**src/scdiv_sync.sv**
```systemverilog
// Package of shared constants for the divider, and a two-stage pin synchroniser.
// Assumes all pins arrive asynchronously to the one system clock.
package scdiv_pkg;
  localparam int CNT_W = 3;
  localparam logic [2:0] CNT_RST = 3'h0;
  localparam logic [2:0] CNT_STEP = 3'h1;
  localparam int HALF_BIT = 0;
  localparam int QUARTER_BIT = 1;
  localparam int EIGHTH_BIT = 2;
  localparam int PIN_W = 3;
  localparam int PIN_CLK = 0;
  localparam int PIN_EN_N = 1;
  localparam int PIN_CLR = 2;
  localparam logic [2:0] PIN_RST = 3'h0;
  // Gray coded along clear, arm, run.
  typedef enum logic [1:0] {
    SCDIV_CLEAR = 2'h0,
    SCDIV_ARM = 2'h1,
    SCDIV_RUN = 2'h3
  } scdiv_state_e;
endpackage

`timescale 1ns/1ps
module scdiv_sync #(
  parameter int W = 3
) (
  input wire logic clock,
  input wire logic nrst,
  input wire logic [W-1:0] pin_in,
  output logic [W-1:0] pin_sync
);
  logic [W-1:0] meta_ff;
  logic [W-1:0] sync_ff;
  logic [W-1:0] nxt_meta;
  logic [W-1:0] nxt_sync;

  // The first stage feeds only the second stage.
  always_comb begin
    nxt_meta = pin_in;
    nxt_sync = meta_ff;
  end

  // Pins read as low until sampled, as an open pin would.
  always_ff @(posedge clock or negedge nrst) begin
    if (!nrst) begin
      meta_ff <= '0;
      sync_ff <= '0;
    end else begin
      meta_ff <= nxt_meta;
      sync_ff <= nxt_sync;
    end
  end

  assign pin_sync = sync_ff;
endmodule

```
**src/scdiv_top.sv**
```systemverilog
// Synchronous divide by two, four and eight clock generator.
// Assumes the divided clock, enable and clear arrive as slow pins that the
// system clock oversamples; each pin is synchronised before use.
// How it works
// - Three outputs run at one half, quarter and eighth of input rate.
// - One counter register drives all outputs so common edges coincide.
// - Enable changes act only during the low phase of the input clock.
// - Enable is captured on the falling input clock edge.
// - Clear puts dividers into a known, aligned state after power-up.
// - Clock, enable and clear inputs read as logic low only until sampled after reset.
// - Enable high stops dividers at next falling edge, holding the count.
// - Enable low resumes at next falling edge, continuing from held count.
// - Clear released with clock low: outputs follow second rising edge.
`timescale 1ns/1ps
module scdiv_top (
  input wire logic clock,
  input wire logic nrst,
  input wire logic div_clk_in,
  input wire logic div_enable_n,
  input wire logic divider_sync_clear,
  output logic half_rate_out,
  output logic quarter_rate_out,
  output logic eighth_rate_out
);
  logic [scdiv_pkg::PIN_W-1:0] pins_s;
  logic clk_s;
  logic en_n_s;
  logic clr_s;
  logic clk_prev_ff;
  logic rise;
  logic fall;
  logic en_n_ff;
  logic nxt_en_n;
  logic [scdiv_pkg::CNT_W-1:0] cnt_ff;
  logic [scdiv_pkg::CNT_W-1:0] nxt_cnt;
  scdiv_pkg::scdiv_state_e state_ff;
  scdiv_pkg::scdiv_state_e nxt_state;

  // All three pins cross into the system clock domain here.
  scdiv_sync #(
    .W(scdiv_pkg::PIN_W)
  ) u_sync (
    .clock(clock),
    .nrst(nrst),
    .pin_in({divider_sync_clear, div_enable_n, div_clk_in}),
    .pin_sync(pins_s)
  );

  // The synchroniser resets low, so pins count as low until first sampled.
  assign clk_s = pins_s[scdiv_pkg::PIN_CLK];
  assign en_n_s = pins_s[scdiv_pkg::PIN_EN_N];
  assign clr_s = pins_s[scdiv_pkg::PIN_CLR];

  // Edge detection of the oversampled input clock.
  assign rise = clk_s & ~clk_prev_ff;
  assign fall = ~clk_s & clk_prev_ff;

  // Enable flop loads only on falling edges, so a change can never cut a
  // high phase short and leave the stages out of step.
  always_comb begin
    nxt_en_n = en_n_ff;
    if (fall) begin
      nxt_en_n = en_n_s;
    end
  end

  // Divider sequencing: clear, arming after a release with clock low, then running.
  always_comb begin
    nxt_state = state_ff;
    nxt_cnt = cnt_ff;
    case (state_ff)
      scdiv_pkg::SCDIV_CLEAR: begin
        if (!clr_s) begin
          // Released with clock low: the first rise is swallowed.
          nxt_state = clk_s ? scdiv_pkg::SCDIV_RUN : scdiv_pkg::SCDIV_ARM;
        end
      end
      scdiv_pkg::SCDIV_ARM: begin
        if (rise) begin
          nxt_state = scdiv_pkg::SCDIV_RUN;
        end
      end
      scdiv_pkg::SCDIV_RUN: begin
        // A held enable freezes the count; release continues it.
        if (rise && !en_n_ff) begin
          nxt_cnt = scdiv_pkg::CNT_W'(cnt_ff + scdiv_pkg::CNT_STEP);
        end
      end
      default: begin
        nxt_state = scdiv_pkg::SCDIV_CLEAR;
      end
    endcase
    // Clear overrides everything and zeroes all stages at once.
    if (clr_s) begin
      nxt_state = scdiv_pkg::SCDIV_CLEAR;
      nxt_cnt = scdiv_pkg::CNT_RST;
    end
  end

  // Registers only; all resets take constants.
  always_ff @(posedge clock or negedge nrst) begin
    if (!nrst) begin
      clk_prev_ff <= 1'b0;
      en_n_ff <= 1'b0;
      cnt_ff <= scdiv_pkg::CNT_RST;
      state_ff <= scdiv_pkg::SCDIV_CLEAR;
    end else begin
      clk_prev_ff <= clk_s;
      en_n_ff <= nxt_en_n;
      cnt_ff <= nxt_cnt;
      state_ff <= nxt_state;
    end
  end

  // Each output is one bit of the same counter flop, so no skew.
  assign half_rate_out = cnt_ff[scdiv_pkg::HALF_BIT];
  assign quarter_rate_out = cnt_ff[scdiv_pkg::QUARTER_BIT];
  assign eighth_rate_out = cnt_ff[scdiv_pkg::EIGHTH_BIT];

  // Checks on the divider behaviour.
  property p_count;
    @(posedge clock) disable iff (!nrst)
      rise && !en_n_ff && !clr_s && state_ff == scdiv_pkg::SCDIV_RUN
      |=> cnt_ff == scdiv_pkg::CNT_W'($past(cnt_ff) + scdiv_pkg::CNT_STEP);
  endproperty
  a_count: assert property (p_count)
    else $error("Divider did not advance on an enabled rising edge.");

  property p_common_edge;
    @(posedge clock) disable iff (!nrst)
      $rose(quarter_rate_out) |-> $fell(half_rate_out);
  endproperty
  a_common_edge: assert property (p_common_edge)
    else $error("Quarter rate rose without the half rate falling.");

  property p_low_only;
    @(posedge clock) disable iff (!nrst)
      $changed(cnt_ff) |-> $past(rise) || $past(clr_s);
  endproperty
  a_low_only: assert property (p_low_only)
    else $error("Divider changed away from a rising edge or clear.");

  property p_en_capture;
    @(posedge clock) disable iff (!nrst)
      fall |=> en_n_ff == $past(en_n_s);
  endproperty
  a_en_capture: assert property (p_en_capture)
    else $error("Enable not captured on the falling edge.");

  property p_clear_release;
    @(posedge clock) disable iff (!nrst)
      $fell(clr_s) |-> cnt_ff == scdiv_pkg::CNT_RST;
  endproperty
  a_clear_release: assert property (p_clear_release)
    else $error("Divider not in the cleared state at clear release.");

  property p_freeze;
    @(posedge clock) disable iff (!nrst)
      en_n_ff && !clr_s |=> $stable(cnt_ff);
  endproperty
  a_freeze: assert property (p_freeze)
    else $error("Divider moved while frozen.");

  property p_resume;
    @(posedge clock) disable iff (!nrst)
      $fell(en_n_ff) |-> $past(fall);
  endproperty
  a_resume: assert property (p_resume)
    else $error("Enable released away from a falling edge.");

  property p_arm_skip;
    @(posedge clock) disable iff (!nrst)
      state_ff == scdiv_pkg::SCDIV_ARM && rise && !clr_s
      |=> $stable(cnt_ff) && state_ff == scdiv_pkg::SCDIV_RUN;
  endproperty
  a_arm_skip: assert property (p_arm_skip)
    else $error("First rising edge after release was not skipped.");

  property p_clear_hold;
    @(posedge clock) disable iff (!nrst)
      clr_s |=> cnt_ff == scdiv_pkg::CNT_RST;
  endproperty
  a_clear_hold: assert property (p_clear_hold)
    else $error("Outputs not held low during clear.");

  // The slowest output only rises when both faster ones fall with it.
  property p_eighth_edge;
    @(posedge clock) disable iff (!nrst)
      $rose(eighth_rate_out)
      |-> $fell(quarter_rate_out) && $fell(half_rate_out);
  endproperty
  a_eighth_edge: assert property (p_eighth_edge)
    else $error("Eighth rate rose without both faster outputs falling.");

  // The enable flop may only move while the sampled input clock is low.
  property p_en_low_phase;
    @(posedge clock) disable iff (!nrst)
      $changed(en_n_ff) |-> !clk_prev_ff;
  endproperty
  a_en_low_phase: assert property (p_en_low_phase)
    else $error("Enable flop moved while the input clock was high.");

  // Every counted step toggles the half rate output.
  property p_half_toggle;
    @(posedge clock) disable iff (!nrst)
      $changed(cnt_ff) && !$past(clr_s)
      |-> half_rate_out != $past(half_rate_out);
  endproperty
  a_half_toggle: assert property (p_half_toggle)
    else $error("Half rate output did not toggle on a counted step.");

  // A release seen while the input clock is low must arm, not run.
  property p_arm_entry;
    @(posedge clock) disable iff (!nrst)
      state_ff == scdiv_pkg::SCDIV_CLEAR && !clr_s && !clk_s
      |=> state_ff == scdiv_pkg::SCDIV_ARM;
  endproperty
  a_arm_entry: assert property (p_arm_entry)
    else $error("Release with the input clock low did not arm.");

  c_wrap: cover property (@(posedge clock) disable iff (!nrst)
    $past(cnt_ff) == 3'h7 && cnt_ff == scdiv_pkg::CNT_RST && !$past(clr_s));
  c_freeze: cover property (@(posedge clock) disable iff (!nrst)
    en_n_ff && rise);
  c_arm: cover property (@(posedge clock) disable iff (!nrst)
    state_ff == scdiv_pkg::SCDIV_ARM && rise);
  // Resume after a freeze, and a release made while the clock stands high.
  c_resume: cover property (@(posedge clock) disable iff (!nrst)
    $fell(en_n_ff));
  c_hot_release: cover property (@(posedge clock) disable iff (!nrst)
    state_ff == scdiv_pkg::SCDIV_CLEAR && !clr_s && clk_s);
endmodule

```
**config.mk**
```make
export PLATFORM = sky130hd
export DESIGN_NAME = scdiv_top
export DESIGN_NICKNAME = d
export VERILOG_FILES = /design/src/scdiv_sync.sv /design/src/scdiv_top.sv
export SDC_FILE = /design/constraint.sdc
export NUM_CORES = 1
export LEC_CHECK = 0
export ABC_AREA = 1
export BUFFER_PORTS_ARGS = -buffer_cell sky130_fd_sc_hd__buf_2
export CORE_AREA = 2 2 39 41
export CTS_CLUSTER_SIZE = 20
export DETAILED_ROUTE_END_ITERATION = 8
export DIE_AREA = 0 0 41 43
export PLACE_DENSITY_LB_ADDON = 0.2
export SETUP_SLACK_MARGIN = 0.02
export SYNTH_ARGS = -nofsm -noshare
export SYNTH_HDL_FRONTEND = slang
export SYNTH_HIERARCHICAL = 1
export SYNTH_SLANG_ARGS = --single-unit
```
**constraint.sdc**
```tcl
create_clock -name clock -period 3 [get_ports clock]
set_input_delay 0.45 -clock clock [delete_from_list [all_inputs] [get_ports clock]]
set_output_delay 0.45 -clock clock [all_outputs]
set_load 0.01 [all_outputs]
```
* After elaboration in Yosys (flattened, before gate mapping)
Cells that the tools add are included.
** Word-level totals
- Register bits :: 13
- Bits of input ports :: 5
- Output and inout port bits :: 3
- Logic and storage cells :: 29
** Operators by class
- Add/sub/neg operators :: 1
- Eq/ne operators :: 4
- Multiplexer cells :: 7
- Bitwise logic cells :: 4
- Reductions and logical operators :: 7
** Operator list (count)
- two-way mux 3 bit :: 3
- two-way mux 2 bit :: 3
- one-hot mux 2 bit (3 select lines) :: 1
- AND reduction 2 bit :: 2
- nonzero test 2 bit :: 2
- adder 3 x 1 -> 3 bit, second input constant :: 1
- inequality test 3 x 2 -> 1 bit, second input constant :: 1
- AND 1 bit :: 2
- equality test 2 x 1 -> 1 bit, second input constant :: 1
- equality test 2 bit, second input constant :: 1
- logical NOT 2 bit :: 1
- inequality test 2 x 1 -> 1 bit, second input constant :: 1
- inverter 1 bit :: 2
- logical AND 1 bit :: 1
- logical NOT 1 bit :: 1

* Longest topological paths before layout
Gate-level depths: netlist (run 1).
- Depth in word-level cells :: 6
- Depth in mapped cells :: 7
- Gate-level depth less buffers :: 7

* By module
Netlist (run 1), hierarchy kept.
** By module, submodules not included
- scdiv_top :: times used 1, cells each 42, area an instance 334.1 µm², seq. area each 175.2 µm²
- scdiv_sync :: times used 1, cells each 6, area an instance 150.1 µm², seq. area each 150.1 µm²

* Least setup slack after synthesis (run 1)
No wires, ideal clock.
- Path type :: register to register
- Start :: reg cnt_ff[0] (netlist bit)
- End :: reg cnt_ff[1] (netlist bit)
- Setup time :: 117 ps
- Arrival :: 896 ps
- Data required time :: 2883 ps
- Setup slack :: 1987 ps
- Cell stages (with the launch flop) :: 5
- Buffers on the path :: 0
- Clock period less this slack :: 1013 ps
- Cell sequence :: dfrtp_1 -> ha_1 -> nand2_1 -> nand3b_1 -> nand2_1
** Between the ends
- Longest elaborated chain between the ends :: 4
** RTL lines
- start: declaration :: line scdiv_top.sv:34 : logic [scdiv_pkg::CNT_W-1:0] cnt_ff;
- start signal: assignment :: line scdiv_top.sv:105 : cnt_ff <= scdiv_pkg::CNT_RST;
- start signal: assignment :: line scdiv_top.sv:110 : cnt_ff <= nxt_cnt;
- adder 3 x 1 -> 3 bit :: line scdiv_top.sv:86 : nxt_cnt = scdiv_pkg::CNT_W'(cnt_ff + scdiv_pkg::CNT_STEP);
- two-way mux 3 bit :: line scdiv_top.sv:85 : if (rise && !en_n_ff) begin
- two-way mux 3 bit :: line scdiv_top.sv:71 : case (state_ff)
- two-way mux 3 bit :: line scdiv_top.sv:94 : if (clr_s) begin
Every way passes these cells. The select of a mux whose other input is x is not followed.
A chain may end at the register's enable or synchronous reset.

* Worst setup path after layout (run 1)
- Start :: reg cnt_ff[0] (netlist bit)
- End :: out half_rate_out
** RTL lines
- end: declaration :: line scdiv_top.sv:21 : output logic half_rate_out,
No word-level cell between the ends.

==> results of run 1 <==
-- through the flow --
| step | cells | util [%] |
|---|---|---|
| 5_1_grt | 75 | 40.9 |
| 6_report | 75 | 40.9 |
| 4_1_cts | 75 | 40.9 |
| 3_5_place_dp | 71 | 39.0 |
| 3_3_place_gp | 71 | 39.0 |
| 2_1_floorplan | 48 | - |
-- final timing paths --
path	endpoint	cells after the start
worst max register to register	cnt_ff[2]	7
worst min register to register	u_sync/pin_sync[0]	0
max in group asynchronous	cnt_ff[0]	1
worst max-delay path	half_rate_out	1
worst min-delay path	u_sync/meta_ff[1]	1
min in group clock	u_sync/meta_ff[1]	1
-- sequential cells by signal, summed over array words and instances (netlist names) --
signal,count
u_sync/meta_ff,3
en_n_ff,1
clk_prev_ff,1
cnt_ff,3
state_ff,2
u_sync/pin_sync,3
-- synth_stat cells --
library cell	instances	area share, %
inv_2	1	0.77
nand2_2	3	3.9
inv_1	6	4.7
ha_1	1	2.6
a21oi_1	1	1.0
o21ai_0	2	2.1
nand2_1	13	10
dfrtp_1	13	67
nand3b_1	1	1.6
nor2_1	4	3.1
nand3_1	3	3.1
-- power breakdown --
group / switching [uW] / total [uW] / internal, uW
logic: 26.9 / 46.6 / 19.8
clock network: 48.7 / 100 / 51.4
registers: 11.4 / 203 / 191
-- logic make-up (layout without fill, tap and decap cells) --
family | after synthesis | in the layout
and+or+nand+nor | 24 | 24
AOI/OAI and AO/OA | 3 | 3
buffers and inverters | 7 | 18
adders and majority gates | 1 | 1
DFF | 13 | 13
-- layer usage --
layer  vias up  part of all wire [%]
met4         0                     0
li1        169                     -
met2         4                    51
met3         0                   3.0
met1       147                    46
met5         -                     0
-- cell type report --
class / count / area, sq um
Clock buffer: 4 / 26.3
Fill cell: 136 / 818
Inverter: 7 / 26.3
Multi-Input combinational cell: 28 / 133
Sequential cell: 13 / 325
Tap cell: 16 / 20.0
Timing Repair Buffer: 7 / 35.0
==> results.cfg, run 1 <==
[outcome]
status = complete, no violations

[yosys]
synthCells = 48
yosys.area_share.xor_xnor_pct = 0
synth-compound-area-share_pct = 3.10
syn_nets = 54
synthSimpleGateAreaFrac_pct = 21.7
synth-seq-area-share_pct = 67.2
ys_ff_latch = 13
synth_warnings = 6
netlist_area_sq_um = 484
synth_top_family_by_area = simple AND/OR/NAND/NOR gates
synth_adder_area_share_pct = 2.58
synth.distinct_cells = 11
avgSynthCellArea_sq_um = 10.1
synth_mux_area_share_pct = 0

[sta]
rsz0062_at_grt = false
layout_setup_ws_ns = 1.73
hold_violations = 0
setup_viol = 0
tightest_slew_ns = 0.282
min_period_ns = 1.27
final.setup.tns_ns = 0
fin_skew_ns = 0.00261
slew_headroom_pct = 81.2
fin_hold_ws_ns = 0.0551
fin_crit_sh_pct = 42.4
slew_violations = 0
clock.fmax_mhz = 787

[setup_path]
worstSetupStartpointType = flip-flop
critPathTopFamily = flip-flops
crit_fanout = 4
crit_chain = buf_2
reg2reg_slack_ns = 1.98
path_buf_inv = 1
slowest_stage = dfrtp_1
worst-endpoint-arrival_ns = 0.82
required_ns = 2.55
r2r-start = cnt_ff[0]
critPathMaxStageDelay_ns = 0.41
endpoint_kind = primary output
startpoint = cnt_ff[0]
path_class = flip-flop to primary output

[placed_design]
gp_congestion = 0.641
portBuffers = 7
dp_slack_ns = 1.98
placed_area_sq_um = 539
dpl.hpwl_um = 507

[cts]
cts_resized = 0
cts_buffers = 3
cts_root_buf = clkbuf_4
cts_hold_buf = 0
cts_tree = yes
htree_levels = 1
clk_pin_slew_ns = 0.07
postCtsSetupBuffers = 0
clk_path_buf_depth = 2
clkSinkCount = 13
clk_latency_ns = 0.26

[power_and_ir_drop]
power.leakage_uw = 0.000300
p_per_area_nw_per_um2 = 618
total_power_uw = 349
irDropWorstVdd_mv = 0.332

[drt]
routed_wl_um = 664
vias = 320
vias_per_cell = 4.27
drc = 0
dr.pass1.iters = 2
routedWlPerCell_um = 8.85
drtIter0Drc = 4
drt.antenna.violating_nets = 0

[finish]
area_growth_pct = 16.8
drive_gt1_share_pct = 23.7
diodes = 0
design_area_sq_um = 566
layout_common_cells = nand2_1, dfrtp_1, buf_2, inv_1, nor2_1
nets = 66

[global_route]
grt_pass1_wl_um = 1190
use_met3_pct = 4.71
grt_overflow = 0
grtUsageMet2_pct = 14.4
grt_use_met1_pct = 13.5
grt_busiest_layer = met2
grt_pass1_vias = 295
grt_max_degree = 14
grt_antenna_before_repair = 0
grt.total_usage_pct = 10.9

[floorplanning]
die_w_um = 41
rows = 14
dieHeight_um = 43
initial_core_util_pct = 35.0
core_sq_um = 1380
die_area_sq_um = 1760
ios = 8

[job]
cap_violations = 0

[min_path]
hold_class = input port to asynchronous set/reset pin
Note: power is estimated with default switching activity, not from simulation.
==> run 2, diff against run 1 <==
Clock period 3 ns to 1.06 ns, I/O delays scaled along.
==> run 2 against run 1 <==
  * Clock power grew to 2.9 times the previous value
  * Critical path depth is 1 higher
  * Global-route usage increased by 0.43 points
  * Routed wire length is 9.0% higher
  * Total power rose to 3.0 times the previous value
  * Utilization up 4.7 points
  * Setup slack worse by 1.7 ns
  * Sequential cell count is the same
  * Register-to-register slack got worse by 1.9 ns
==> results.cfg, run 2 (synthesis results as in run 1) <==
[placed_design]
portBuffers = 7
placed_area_sq_um = 547
gp_congestion = 0.614
dpl.hpwl_um = 521
dp_slack_ns = 0.0553

[floorplanning]
dieHeight_um = 43
ios = 8
rows = 14
initial_core_util_pct = 35.0
core_sq_um = 1380
die_area_sq_um = 1760
die_w_um = 41

[drt]
vias = 339
routedWlPerCell_um = 8.94
wirelength_met1_um = 340
drtIter0Drc = 3
routed_wl_um = 724
route.met3.wl_um = 26
dr.pass1.iters = 2
highest_layer = met3
vias_per_cell = 4.19
wl_met2_um = 357
drc = 0
drt.antenna.violating_nets = 0

[setup_path]
cpMostUsedCell = buf_6
r2r_cells = 7
endpoint_kind = primary output
critPathMaxStageDelay_ns = 0.39
r2r-start = cnt_ff[0]
startpoint = cnt_ff[0]
path_buf_inv = 2
timing.rr.end = cnt_ff[2]
path_class = flip-flop to primary output
cp.depth = 2
crit_fanout = 2
worstSetupStartpointType = flip-flop
cp-endpoint = half_rate_out
crit_chain = buf_6 -> buf_6
worst-endpoint-arrival_ns = 0.89
slowest_stage = dfrtp_1
required_ns = 0.90
reg2reg_slack_ns = 0.06
critPathTopFamily = flip-flops

[sta]
rsz0062_at_grt = true
fin_crit_sh_pct = 98.8
layout_setup_ws_ns = 0.0126
setup_viol = 0
tightest_slew_ns = 0.281
hold_violations = 0
min_period_ns = 1.05
final.setup.tns_ns = 0
slew_headroom_pct = 81.2
clock.fmax_mhz = 955
fin_skew_ns = 0.00293
slew_violations = 0

[cts]
cts_buffers = 3
cts_tree = yes
clkSinkCount = 13
clk_latency_ns = 0.27
htree_levels = 1
clk_path_buf_depth = 2
clk_pin_slew_ns = 0.08
cts_root_buf = clkbuf_4

[global_route]
grt.total_usage_pct = 11.3
grt_antenna_before_repair = 0
grt_max_degree = 14
grt_pass1_vias = 351
grt_overflow = 0
grt_pass1_wl_um = 1270

[finish]
diodes = 0
layout_common_cells = nand2_1, dfrtp_1, inv_1, buf_2
nets = 72
area_growth_pct = 30.2
design_area_sq_um = 631
drive_gt1_share_pct = 24.6
fin_util_pct = 45.6
num-fill-cells = 140

[job]
cap_violations = 0

[outcome]
status = complete, no violations

[power_and_ir_drop]
p_per_area_nw_per_um2 = 1660
irDropWorstVdd_mv = 0.793
power.leakage_uw = 0.000330
total_power_uw = 1050

[min_path]
hold_class = input port to asynchronous set/reset pin
[run 2: cell count changes in the layout (fill, tap and decap cells not counted)]
cell and change:
dlygate4sd3_1 +4, buf_4 +1, buf_6 +2, buf_2 -1
[run 2: cell type report]
cell class,count,area (sq um),area share (%)
timing repair buffer,13,100,15.9
clock buffer,4,26.3,4.17
inverter,7,26.3,4.17
sequential,13,325,51.6
tap,16,20.0,3.17
multi-input combinational,28,133,21.0
[run 2: layer usage]
layer  up-vias  GRT usage (%)
met5         -              0
met4         0           8.00
met3         0           4.71
met2         4           16.6
met1       154           12.5
li1        181              -
[run 2: worst min-delay path by stage]
| stage | start | to | slack (ns) | cells past startpoint |
|---|---|---|---|---|
| floorplan | nrst | clk_prev_ff | -0.14 | 0 |
| global placement | nrst | u_sync/meta_ff[1] | 0.06 | 1 |
| detailed placement | nrst | en_n_ff | 0.06 | 1 |
| CTS | nrst | u_sync/meta_ff[1] | 0.30 | 2 |
| global route | nrst | u_sync/pin_sync[0] | 0.33 | 2 |
| finish | nrst | en_n_ff | 0.29 | 2 |
[run 2: what timing repair did]
action / 4_1_cts / 5_1_grt
hold buffers: 4 / 0
endpoints found under the setup margin: 1 / 3
resized for setup: 2 / 0
hold endpoints to repair: 16 / 0
pin swaps: 0 / 2
setup buffers: 1 / 0
cloned: 0 / 0
[run 2: per-stage QoR]
stage,hold slack (ns),cells
CTS,0.300,81
global placement,0.0607,72
global route,0.327,81
finish,0.294,81
floorplan,-0.137,48
detailed placement,0.0555,72
[run 2: worst reg2reg max path: cells and delay by family, from the launching register on]
kind,cells,cell delay (ns)
buf+inv,1,0.05
simple gates,5,0.24
fa+ha+maj,1,0.22
flops,1,0.39
[run 2: power by group]
group,internal (uW),switching [uW]
clock network,146,148
registers,541,29.9
logic,95.0,85.8
